### config.mk
export PLATFORM = sky130hd
export DESIGN_NAME = irq_group_priority_arbiter
export DESIGN_NICKNAME = d
export VERILOG_FILES = /design/src/irq_order_pkg.sv /design/src/irq_group_priority_arbiter.sv /design/src/group_arbiter.sv
export SDC_FILE = /design/constraint.sdc
export NUM_CORES = 1
export LEC_CHECK = 0
export BUFFER_PORTS_ARGS = -buffer_cell sky130_fd_sc_hd__buf_2
export CORE_ASPECT_RATIO = 0.9
export CORE_MARGIN = 5
export CORE_UTILIZATION = 45
export DETAILED_ROUTE_END_ITERATION = 12
export GPL_TIMING_DRIVEN = 0
export PLACE_DENSITY = 0.67
export SYNTH_ARGS = -nofsm -noshare
export SYNTH_HDL_FRONTEND = slang
export SYNTH_HIERARCHICAL = 1
export SYNTH_SLANG_ARGS = --single-unit
### constraint.sdc
create_clock -name mclk -period 3.05 [get_ports mclk]
set_input_delay 0.61 -clock mclk [delete_from_list [all_inputs] [get_ports mclk]]
set_output_delay 0.61 -clock mclk [all_outputs]
set_load 0.02 [all_outputs]
### src/irq_order_pkg.sv
package irq_order_pkg;
	// Register byte addresses and reset values
	localparam logic [31:0] ORDER_CONFIG_LOW_ADDR = 32'h4A000030;
	localparam logic [31:0] ORDER_CONFIG_HIGH_ADDR = 32'h4A000070;
	localparam logic [31:0] ORDER_CONFIG_LOW_RESET = 32'h00000000;
	localparam logic [31:0] ORDER_CONFIG_HIGH_RESET = 32'h00000000;
	// Field positions in the low configuration register
	localparam int GROUP6_MODE_BIT = 27;
	localparam int GROUP6_CODE_LSB = 24;
	localparam int GROUP5_MODE_BIT = 23;
	localparam int GROUP5_CODE_LSB = 20;
	localparam int GROUP4_MODE_BIT = 19;
	localparam int GROUP4_CODE_LSB = 16;
	localparam int GROUP3_MODE_BIT = 15;
	localparam int GROUP3_CODE_LSB = 12;
	localparam int GROUP2_MODE_BIT = 11;
	localparam int GROUP2_CODE_LSB = 8;
	localparam int GROUP1_MODE_BIT = 7;
	localparam int GROUP1_CODE_LSB = 4;
	localparam int ORDER_CODE_WIDTH = 3;
	// Arbiter shape and mode encodings
	localparam int GROUP_REQS = 6;
	localparam logic MODE_FIXED_ENDS = 1'b0;
	localparam logic MODE_ROTATE_ALL = 1'b1;
	localparam logic [2:0] ROTATE_LAST_CODE = 3'h5;
	// AXI response codes
	localparam logic [1:0] RESP_OKAY = 2'h0;
	localparam logic [1:0] RESP_DECERR = 2'h3;
endpackage : irq_order_pkg

### src/irq_group_priority_arbiter.sv
// Operation
// - Two 32-bit read/write order configuration registers at their addresses, reset to zero.
// - Mode bit per group: 0 fixes requests 0 and 5, 1 rotates all six.
// - Fixed-ends two-bit code rotates middle four requests starting at 1+code.
// - Rotate-all code n of 0 to 5 puts request n first, others follow circularly; codes 6 and 7 act as code 0.
// - Group 6 mode at bit 27, order code at bits 26 to 24.
// - Group 5 mode at bit 23, order code at bits 22 to 20.
// - Group 4 mode at bit 19, order code at bits 18 to 16.
// - Group 3 mode at bit 15, order code at bits 14 to 12.
// - Group 2 mode at bit 11, order code at bits 10 to 8.
// - Group 1 mode at bit 7, order code at bits 6 to 4.
module irq_group_priority_arbiter
	import irq_order_pkg::*;
(
	input wire logic mclk,
	input wire logic rstn,
	input wire logic [31:0] s_axi_awaddr,
	input wire logic s_axi_awvalid,
	output logic s_axi_awready,
	input wire logic [31:0] s_axi_wdata,
	input wire logic [3:0] s_axi_wstrb,
	input wire logic s_axi_wvalid,
	output logic s_axi_wready,
	output logic [1:0] s_axi_bresp,
	output logic s_axi_bvalid,
	input wire logic s_axi_bready,
	input wire logic [31:0] s_axi_araddr,
	input wire logic s_axi_arvalid,
	output logic s_axi_arready,
	output logic [31:0] s_axi_rdata,
	output logic [1:0] s_axi_rresp,
	output logic s_axi_rvalid,
	input wire logic s_axi_rready,
	input wire logic [5:0] grp1_req,
	input wire logic [5:0] grp2_req,
	input wire logic [5:0] grp3_req,
	input wire logic [5:0] grp4_req,
	input wire logic [5:0] grp5_req,
	input wire logic [5:0] grp6_req,
	output logic [5:0] grp1_grant,
	output logic [5:0] grp2_grant,
	output logic [5:0] grp3_grant,
	output logic [5:0] grp4_grant,
	output logic [5:0] grp5_grant,
	output logic [5:0] grp6_grant
);
	// Register and holder state
	logic [31:0] config_low_reg;
	logic [31:0] config_high_reg;
	logic [31:0] awaddr_reg;
	logic [31:0] wdata_reg;
	logic [3:0] wstrb_reg;
	logic aw_held_reg;
	logic w_held_reg;
	logic awready_reg;
	logic wready_reg;
	logic bvalid_reg;
	logic [1:0] bresp_reg;
	logic arready_reg;
	logic rvalid_reg;
	logic [31:0] rdata_reg;
	logic [1:0] rresp_reg;

	// Handshake, decode and next-value nets
	logic aw_take;
	logic w_take;
	logic ar_take;
	logic b_done;
	logic r_done;
	logic write_commit;
	logic wr_hit_low;
	logic wr_hit_high;
	logic rd_hit_low;
	logic rd_hit_high;
	logic [31:0] strb_mask;
	logic [31:0] low_merged;
	logic [31:0] high_merged;
	logic [31:0] rd_select;
	logic [1:0] rd_resp;
	logic [1:0] wr_resp;
	logic [31:0] config_low_next;
	logic [31:0] config_high_next;
	logic bvalid_next;
	logic arready_next;
	logic rvalid_next;
	// Group fields
	logic group1_rotation_select;
	logic [2:0] group1_order_code;
	logic group2_rotation_select;
	logic [2:0] group2_order_code;
	logic group3_rotation_select;
	logic [2:0] group3_order_code;
	logic group4_rotation_select;
	logic [2:0] group4_order_code;
	logic group5_rotation_select;
	logic [2:0] group5_order_code;
	logic group6_rotation_select;
	logic [2:0] group6_order_code;

	// Channel handshakes and write commit
	assign aw_take = s_axi_awvalid && awready_reg;
	assign w_take = s_axi_wvalid && wready_reg;
	assign ar_take = s_axi_arvalid && arready_reg;
	assign b_done = bvalid_reg && s_axi_bready;
	assign r_done = rvalid_reg && s_axi_rready;
	assign write_commit = aw_held_reg && w_held_reg;

	// Address decode
	assign wr_hit_low = (awaddr_reg == ORDER_CONFIG_LOW_ADDR);
	assign wr_hit_high = (awaddr_reg == ORDER_CONFIG_HIGH_ADDR);
	assign rd_hit_low = (s_axi_araddr == ORDER_CONFIG_LOW_ADDR);
	assign rd_hit_high = (s_axi_araddr == ORDER_CONFIG_HIGH_ADDR);

	// Byte-lane merge of held write data
	assign strb_mask = {{8{wstrb_reg[3]}}, {8{wstrb_reg[2]}}, {8{wstrb_reg[1]}}, {8{wstrb_reg[0]}}};
	assign low_merged = (config_low_reg & ~strb_mask) | (wdata_reg & strb_mask);
	assign high_merged = (config_high_reg & ~strb_mask) | (wdata_reg & strb_mask);

	// Read data selection
	assign rd_select = rd_hit_low ? config_low_reg : (rd_hit_high ? config_high_reg : 32'h00000000);

	// Response codes, decode error off the map
	assign rd_resp = (rd_hit_low || rd_hit_high) ? RESP_OKAY : RESP_DECERR;
	assign wr_resp = (wr_hit_low || wr_hit_high) ? RESP_OKAY : RESP_DECERR;

	// Group fields of the low configuration register
	assign group1_rotation_select = config_low_reg[GROUP1_MODE_BIT];
	assign group1_order_code = config_low_reg[GROUP1_CODE_LSB +: ORDER_CODE_WIDTH];
	assign group2_rotation_select = config_low_reg[GROUP2_MODE_BIT];
	assign group2_order_code = config_low_reg[GROUP2_CODE_LSB +: ORDER_CODE_WIDTH];
	assign group3_rotation_select = config_low_reg[GROUP3_MODE_BIT];
	assign group3_order_code = config_low_reg[GROUP3_CODE_LSB +: ORDER_CODE_WIDTH];
	assign group4_rotation_select = config_low_reg[GROUP4_MODE_BIT];
	assign group4_order_code = config_low_reg[GROUP4_CODE_LSB +: ORDER_CODE_WIDTH];
	assign group5_rotation_select = config_low_reg[GROUP5_MODE_BIT];
	assign group5_order_code = config_low_reg[GROUP5_CODE_LSB +: ORDER_CODE_WIDTH];
	assign group6_rotation_select = config_low_reg[GROUP6_MODE_BIT];
	assign group6_order_code = config_low_reg[GROUP6_CODE_LSB +: ORDER_CODE_WIDTH];

	// Configuration next values, unstrobed bytes kept
	assign config_low_next = (write_commit && wr_hit_low) ? low_merged : config_low_reg;
	assign config_high_next = (write_commit && wr_hit_high) ? high_merged : config_high_reg;

	// Write response stands until bready
	assign bvalid_next = write_commit ? 1'b1 : (b_done ? 1'b0 : bvalid_reg);

	// Read channel, one read in flight
	assign arready_next = ar_take ? 1'b0 : (r_done ? 1'b1 : arready_reg);
	assign rvalid_next = ar_take ? 1'b1 : (r_done ? 1'b0 : rvalid_reg);

	// Write address capture
	always_ff @(posedge mclk or negedge rstn) begin
		if (!rstn) begin
			awaddr_reg <= 32'h00000000;
			aw_held_reg <= 1'b0;
			awready_reg <= 1'b1;
		end else begin
			if (aw_take) begin
				awaddr_reg <= s_axi_awaddr;
				aw_held_reg <= 1'b1;
				awready_reg <= 1'b0;
			end else if (write_commit) begin
				aw_held_reg <= 1'b0;
			end
			if (b_done) begin
				awready_reg <= 1'b1;
			end
		end
	end

	// Write data capture
	always_ff @(posedge mclk or negedge rstn) begin
		if (!rstn) begin
			wdata_reg <= 32'h00000000;
			wstrb_reg <= 4'h0;
			w_held_reg <= 1'b0;
			wready_reg <= 1'b1;
		end else begin
			if (w_take) begin
				wdata_reg <= s_axi_wdata;
				wstrb_reg <= s_axi_wstrb;
				w_held_reg <= 1'b1;
				wready_reg <= 1'b0;
			end else if (write_commit) begin
				w_held_reg <= 1'b0;
			end
			if (b_done) begin
				wready_reg <= 1'b1;
			end
		end
	end

	// Configuration registers
	always_ff @(posedge mclk or negedge rstn) begin
		if (!rstn) begin
			config_low_reg <= ORDER_CONFIG_LOW_RESET;
			config_high_reg <= ORDER_CONFIG_HIGH_RESET;
		end else begin
			config_low_reg <= config_low_next;
			config_high_reg <= config_high_next;
		end
	end

	// Write response
	always_ff @(posedge mclk or negedge rstn) begin
		if (!rstn) begin
			bvalid_reg <= 1'b0;
			bresp_reg <= RESP_OKAY;
		end else begin
			bvalid_reg <= bvalid_next;
			if (write_commit) begin
				bresp_reg <= wr_resp;
			end
		end
	end

	// Read channel
	always_ff @(posedge mclk or negedge rstn) begin
		if (!rstn) begin
			arready_reg <= 1'b1;
			rvalid_reg <= 1'b0;
			rdata_reg <= 32'h00000000;
			rresp_reg <= RESP_OKAY;
		end else begin
			arready_reg <= arready_next;
			rvalid_reg <= rvalid_next;
			if (ar_take) begin
				rdata_reg <= rd_select;
				rresp_reg <= rd_resp;
			end
		end
	end

	assign s_axi_awready = awready_reg;
	assign s_axi_wready = wready_reg;
	assign s_axi_bvalid = bvalid_reg;
	assign s_axi_bresp = bresp_reg;
	assign s_axi_arready = arready_reg;
	assign s_axi_rvalid = rvalid_reg;
	assign s_axi_rdata = rdata_reg;
	assign s_axi_rresp = rresp_reg;

	// Group 1 arbiter
	group_arbiter u_group1 (
		.mclk(mclk),
		.rstn(rstn),
		.req(grp1_req),
		.rotate_select(group1_rotation_select),
		.order_code(group1_order_code),
		.grant_reg(grp1_grant)
	);

	// Group 2 arbiter
	group_arbiter u_group2 (
		.mclk(mclk),
		.rstn(rstn),
		.req(grp2_req),
		.rotate_select(group2_rotation_select),
		.order_code(group2_order_code),
		.grant_reg(grp2_grant)
	);

	// Group 3 arbiter
	group_arbiter u_group3 (
		.mclk(mclk),
		.rstn(rstn),
		.req(grp3_req),
		.rotate_select(group3_rotation_select),
		.order_code(group3_order_code),
		.grant_reg(grp3_grant)
	);

	// Group 4 arbiter
	group_arbiter u_group4 (
		.mclk(mclk),
		.rstn(rstn),
		.req(grp4_req),
		.rotate_select(group4_rotation_select),
		.order_code(group4_order_code),
		.grant_reg(grp4_grant)
	);

	// Group 5 arbiter
	group_arbiter u_group5 (
		.mclk(mclk),
		.rstn(rstn),
		.req(grp5_req),
		.rotate_select(group5_rotation_select),
		.order_code(group5_order_code),
		.grant_reg(grp5_grant)
	);

	// Group 6 arbiter
	group_arbiter u_group6 (
		.mclk(mclk),
		.rstn(rstn),
		.req(grp6_req),
		.rotate_select(group6_rotation_select),
		.order_code(group6_order_code),
		.grant_reg(grp6_grant)
	);
endmodule : irq_group_priority_arbiter

### src/group_arbiter.sv
module group_arbiter
	import irq_order_pkg::*;
(
	input wire logic mclk,
	input wire logic rstn,
	input wire logic [5:0] req,
	input wire logic rotate_select,
	input wire logic [2:0] order_code,
	output logic [5:0] grant_reg
);
	logic [5:0] grant_next;

	// Request index that sits at a given rank of the chosen order
	function automatic logic [2:0] order_index(input logic rot, input logic [2:0] code, input logic [2:0] rank);
		logic [3:0] sum;
		sum = {1'b0, code} + {1'b0, rank};
		if (rot == MODE_ROTATE_ALL) begin
			if (code > ROTATE_LAST_CODE) begin
				order_index = rank;
			end else if (sum >= 4'h6) begin
				order_index = 3'(sum - 4'h6);
			end else begin
				order_index = sum[2:0];
			end
		end else if (rank == 3'h0 || rank == 3'h5) begin
			order_index = rank;
		end else begin
			order_index = 3'({1'b0, 2'(rank[1:0] - 2'h1 + code[1:0])} + 3'h1);
		end
	endfunction : order_index

	// Highest ranked asserted request wins
	always_comb begin
		logic found;
		logic [2:0] idx;
		found = 1'b0;
		idx = 3'h0;
		grant_next = 6'h00;
		for (int k = 0; k < GROUP_REQS; k++) begin
			idx = order_index(rotate_select, order_code, 3'(k));
			if (!found && req[idx]) begin
				grant_next[idx] = 1'b1;
				found = 1'b1;
			end
		end
	end

	// Registered one-hot grant
	always_ff @(posedge mclk or negedge rstn) begin
		if (!rstn) begin
			grant_reg <= 6'h00;
		end else begin
			grant_reg <= grant_next;
		end
	end
endmodule : group_arbiter

After elaboration in Yosys (flattened, before gate mapping)
Index checks and enable logic that the tools add are counted.
{"block": "op_classes", "addsub": 108, "magnitude_cmp": 114, "n_eq_ne": 4, "n_mux": 335, "bitwise": 36, "reduce_logical": 112}
{"cell": "3-bit two-way mux", "count": 108}
{"cell": "6-bit two-way mux", "count": 36}
{"cell": "6-bit OR", "count": 30}
{"cell": "3-bit by 4-bit < comparator with 1-bit output, second input constant", "count": 36}
{"cell": "32-bit by 31-bit equality test with 1-bit output, second input constant", "count": 4}
{"cell": "4-bit by 3-bit >= comparator with 1-bit output, second input constant", "count": 30}
{"cell": "1-bit two-way mux", "count": 115}
{"cell": "1-bit binary-select mux with 3-bit select", "count": 36}
{"cell": "1-bit demux with 3-bit select", "count": 36}
{"cell": "3-bit by 1-bit >= comparator with 1-bit output, second input constant", "count": 36}
{"cell": "3-bit subtractor, second input constant", "count": 36}
{"cell": "32-bit bitwise AND", "count": 3}
{"cell": "1-bit logical AND", "count": 74}
{"cell": "2-bit by 1-bit adder with 3-bit output, second input constant", "count": 24}
{"cell": "32-bit two-way mux", "count": 2}
{"cell": "32-bit OR", "count": 2}
{"cell": "3-bit by 2-bit adder with 4-bit output, second input constant", "count": 12}
{"cell": "3-bit by 3-bit adder with 4-bit output, second input constant", "count": 12}
{"cell": "32-bit inverter", "count": 1}
{"cell": "1-bit logical NOT", "count": 30}
{"cell": "2-bit adder, first input constant", "count": 12}
{"cell": "3-bit by 1-bit adder with 4-bit output, second input constant", "count": 6}
{"cell": "3-bit >= comparator, second input constant", "count": 6}
{"cell": "3-bit greater-than comparator, second input constant", "count": 6}
{"cell": "other kinds (4)", "count": 16}
{"block": "totals", "regBits": 211, "inputBits": 143, "elab_cells": 730}

Logic depth before layout (Yosys ltp)
{"block": "logic_depth", "word_depth": 22, "depth_mapped": 12, "mapped_depth_nobuf": 9}

Cells and area by module
Netlist, hierarchy kept.
{"module": "group_arbiter", "instances": 6, "cells_each": 213, "area_each_um2": 1619.1, "seq_area_each_um2": 150.1}
{"module": "irq_group_priority_arbiter", "instances": 1, "cells_each": 486, "area_each_um2": 7189.4, "seq_area_each_um2": 4332.9}

Least setup slack after synthesis
No wires, ideal clock.
{"block": "synth_path", "kind": "flip-flop to flip-flop", "start": "register (tool-made name)", "end": "register u_group1.grant_reg[2]", "setup_ns": 0.090, "arrival_ns": 3.096, "t_required_ns": 2.960, "slack_ns": -0.136, "stages_incl_launch_ff": 11, "path_buffers": 2, "period_less_slack_ns": 3.186, "path_cell_list": "dfrtp_1 > buf_2 > inv_1 > ha_1 > clkbuf_1 > nor4_1 > a311oi_1 > nor3_1 > a21o_1 > or4_4 > o2111ai_1"}
{"item": "end signal: assignment", "line_no": "group_arbiter.sv:53", "text": "grant_reg <= grant_next;"}
{"item": "end: declaration", "line_no": "group_arbiter.sv:9", "text": "output logic [5:0] grant_reg"}

==> reports/metrics.yaml <==
global_route:
  grt_antenna_before_repair: 4
  grt_max_degree: 119
  gr-total-overflow: 0
  grt_pass1_vias: 15900
  grt_util_all_layers_pct: 24.7
  grt_pass1_wl_mm: 86.2
logic_synthesis:
  yosys_warnings: 6
  synth_edf_count: 0
  synth_area_per_cell_um2: 9.58
  yosysTopAreaCell: "dfrtp_1"
  ys_types: 76
  ys.flop_type: "dfrtp_1"
  synth_fp_nets: 1973
  async_reset_ff_share_pct: 100
  yosys_register_bits: 209
  syn-cell-area_mm2: 0.0169
  synth_top_cell_area_share_pct: 30.5
  ys_top_cells_by_area: "dfrtp_1 (30%), mux2_2 (9.9%), ha_1 (4.9%)"
  syn_inst: 1764
  yosysSeqAreaShare_pct: 31.0
power:
  p_per_area_mw_per_mm2: 369
  leakagePower_nw: 9.37
  p_int_mw: 5.87
  p_switching_mw: 2.25
  power_mw: 8.11
  pwr-share-seq_pct: 44.9
  switching_share_pct: 27.7
  power_frac_comb_pct: 16.7
  ir_drop_uv: 558
  clkPwrFrac_pct: 38.4
clock_tree:
  cts_tree: "yes"
  cts_root_buf: "clkbuf_16"
  clockBufferDepth: 3
  htreeDepth: 1
  cts_made_buffers: 25
  clk_pin_slew_ns: 0.06
  worst_skew_pair.late_latency_ns: 0.56
  cts_sinks: 209
timing:
  setup_viol: 5
  max_freq_mhz: 322
  final.setup.worst_slack_ns: -0.0522
  finalHoldViolations: 0
  min_period_ns: 3.10
  rsz0062_at_grt: "yes"
  worst_clock_skew_ns: 0.0147
  final_max_slew_viol_count: 0
  tns_ns: -0.133
  worstMarginPinSlew_ns: 0.913
  fin_crit_sh_pct: 102
  slew_headroom_pct: 39.1
floorplan:
  die-area_mm2: 0.0415
  fp-row-count: 67
  die_y_um: 194
  top_level_ports: 220
  dieWidth_um: 214
  core_mm2: 0.0371
  start_util_pct: 45.5
routing:
  vias: 16500
  initialDrtViolationCount: 1614
  routed_wl_mm: 55.3
  wl_per_cell_um: 21.0
  dr.pass1.iters: 6
  viasPerCell: 6.26
  antenna_left: 0
  drc_errors: 0
flow_run:
  maxCapViolCount: 0
hold_path:
  holdCritPathClass: "in -> async"
outcome:
  status: "finished with violations"
  violations: "negative setup slack"
layout:
  num-fill-cells: 3137
  drive_above_1_share_pct: 41.8
  area_growth_pct: 30.1
  final_net_count: 2343
setup_path:
  cp-end-kind: "flip-flop"
  worst_ep_arrival_time_ns: 3.56
  rrSetupSlack_ns: -0.05
  cp_max_fo: 9
  critical_path_class: "reg -> reg"
  start_kind: "flip-flop"
  critical_path_required_ns: 3.51
place:
  post-dp-hpwl_mm: 39.2
  port_buffers: 218
  gp_congestion: 0.984
==> worst paths after layout <==
check | end | cells after the start
max | u_group5/grant_reg[4] | 10
max reg2reg | u_group5/grant_reg[4] | 10
max in group asynchronous | async pin | 2
min reg2reg | s_axi_rdata[22] | 2
min | u_group6/grant_reg[3] | 1
min in group mclk | s_axi_arready | 2
==> metrics by stage <==
step | setup WS [ns] | utilization, % | std cells | cell area [um2] | hold WS, ns
detailed placement | -0.433 | 50.6 | 2466 | 18800 | 0.466
global route | -0.128 | 59.2 | 2637 | 22000 | 0.112
global placement | -2.69 | 50.5 | 2465 | 18800 | 0.457
CTS | -0.00644 | 56.0 | 2569 | 20800 | 0.0875
floorplan | 0.00996 | - | 1764 | 17100 | 0.314
finish | -0.0522 | 59.2 | 2637 | 22000 | 0.0559
==> cell type report <==
type	instances	area, um2	area share, %
diodes	2	5.00	0.0228
well taps	483	604	2.75
multi-input cells	1394	12200	55.4
repair buffers	344	2100	9.54
clock inverters	11	159	0.722
clock buffers	34	699	3.18
inverters	60	267	1.21
plain buffers	100	712	3.24
flip-flops and latches	209	5260	23.9
==> layout by cell type (no fill, tap or decap), drive strengths merged, types with 13 or more instances in the layout <==
cell and n:
a21oi 49, nor4 47, o21ai 41, or4 36, a211o 18, nor3 38, nor2 81, nor2b 36
nand3b 18, or3b 18, and4 18, a41oi 36, dfrtp 206, nand4 28, nor4b 13, nand3 73
o211ai 30, nand2 126, buf 405, mux2 163, nand2b 28, inv 52, a31oi 48, mux2i 75
ha 66, a21o 25, clkbuf 73, o31ai 38, xor2 18
==> power groups by stage <==
stage / registers, mW / logic [mW] / clock network [mW]
6_report: 3.64 / 1.36 / 3.11
5_1_grt: 3.71 / 1.48 / 3.34
4_1_cts: 3.64 / 1.33 / 3.20
3_5_place_dp: 3.69 / 1.30 / 0
3_3_place_gp: 3.66 / 1.25 / 0
2_1_floorplan: 3.62 / 0.862 / 0
==> critical path, stage by stage, from the launching register on <==
cell and delay (ns):
dfrtp_2 0.40, buf_6 0.13, clkinvlp_4 0.11, ha_4 0.19
xnor2_1 0.39, nor4_1 0.13, a311oi_2 0.52, nor3_2 0.13
a21o_2 0.28, or4_4 0.52, o211ai_1 0.19
==> timing repair <==
item	4_1_cts	5_1_grt
setup buffers	57	63
endpoints found under the setup margin	36	36
pin swaps	27	64
hold buffers	0	0
cloned	1	6
gates resized for setup	163	201
==> kinds of logic after synthesis <==
logic type      after synthesis  synth area share [%]
fa+ha+maj                    66                  4.89
simple gates                612                  21.9
compound gates              447                  20.6
flops                       209                  31.0
xor+xnor                     30                  1.82
buf+inv                     162                  4.22
mux                         238                  15.6
==> synthesized netlist by cell type, drive strengths merged, types with 38 or more instances <==
cell type	number
nor4	47
a31oi	48
inv	60
mux2i	75
ha	66
nand3	73
o31ai	38
buf	56
nand2	126
nor3	38
mux2	163
nor2	81
dfrtp	206
o21ai	41
clkbuf	46
a21oi	49
==> layer usage <==
layer,part of all wire [%],global-route usage [%]
met1,43,34.1
met2,47,39.8
met3,7.3,4.50
met4,2.9,7.20
met5,0.045,0
Power figures use the tool's default switching activity.
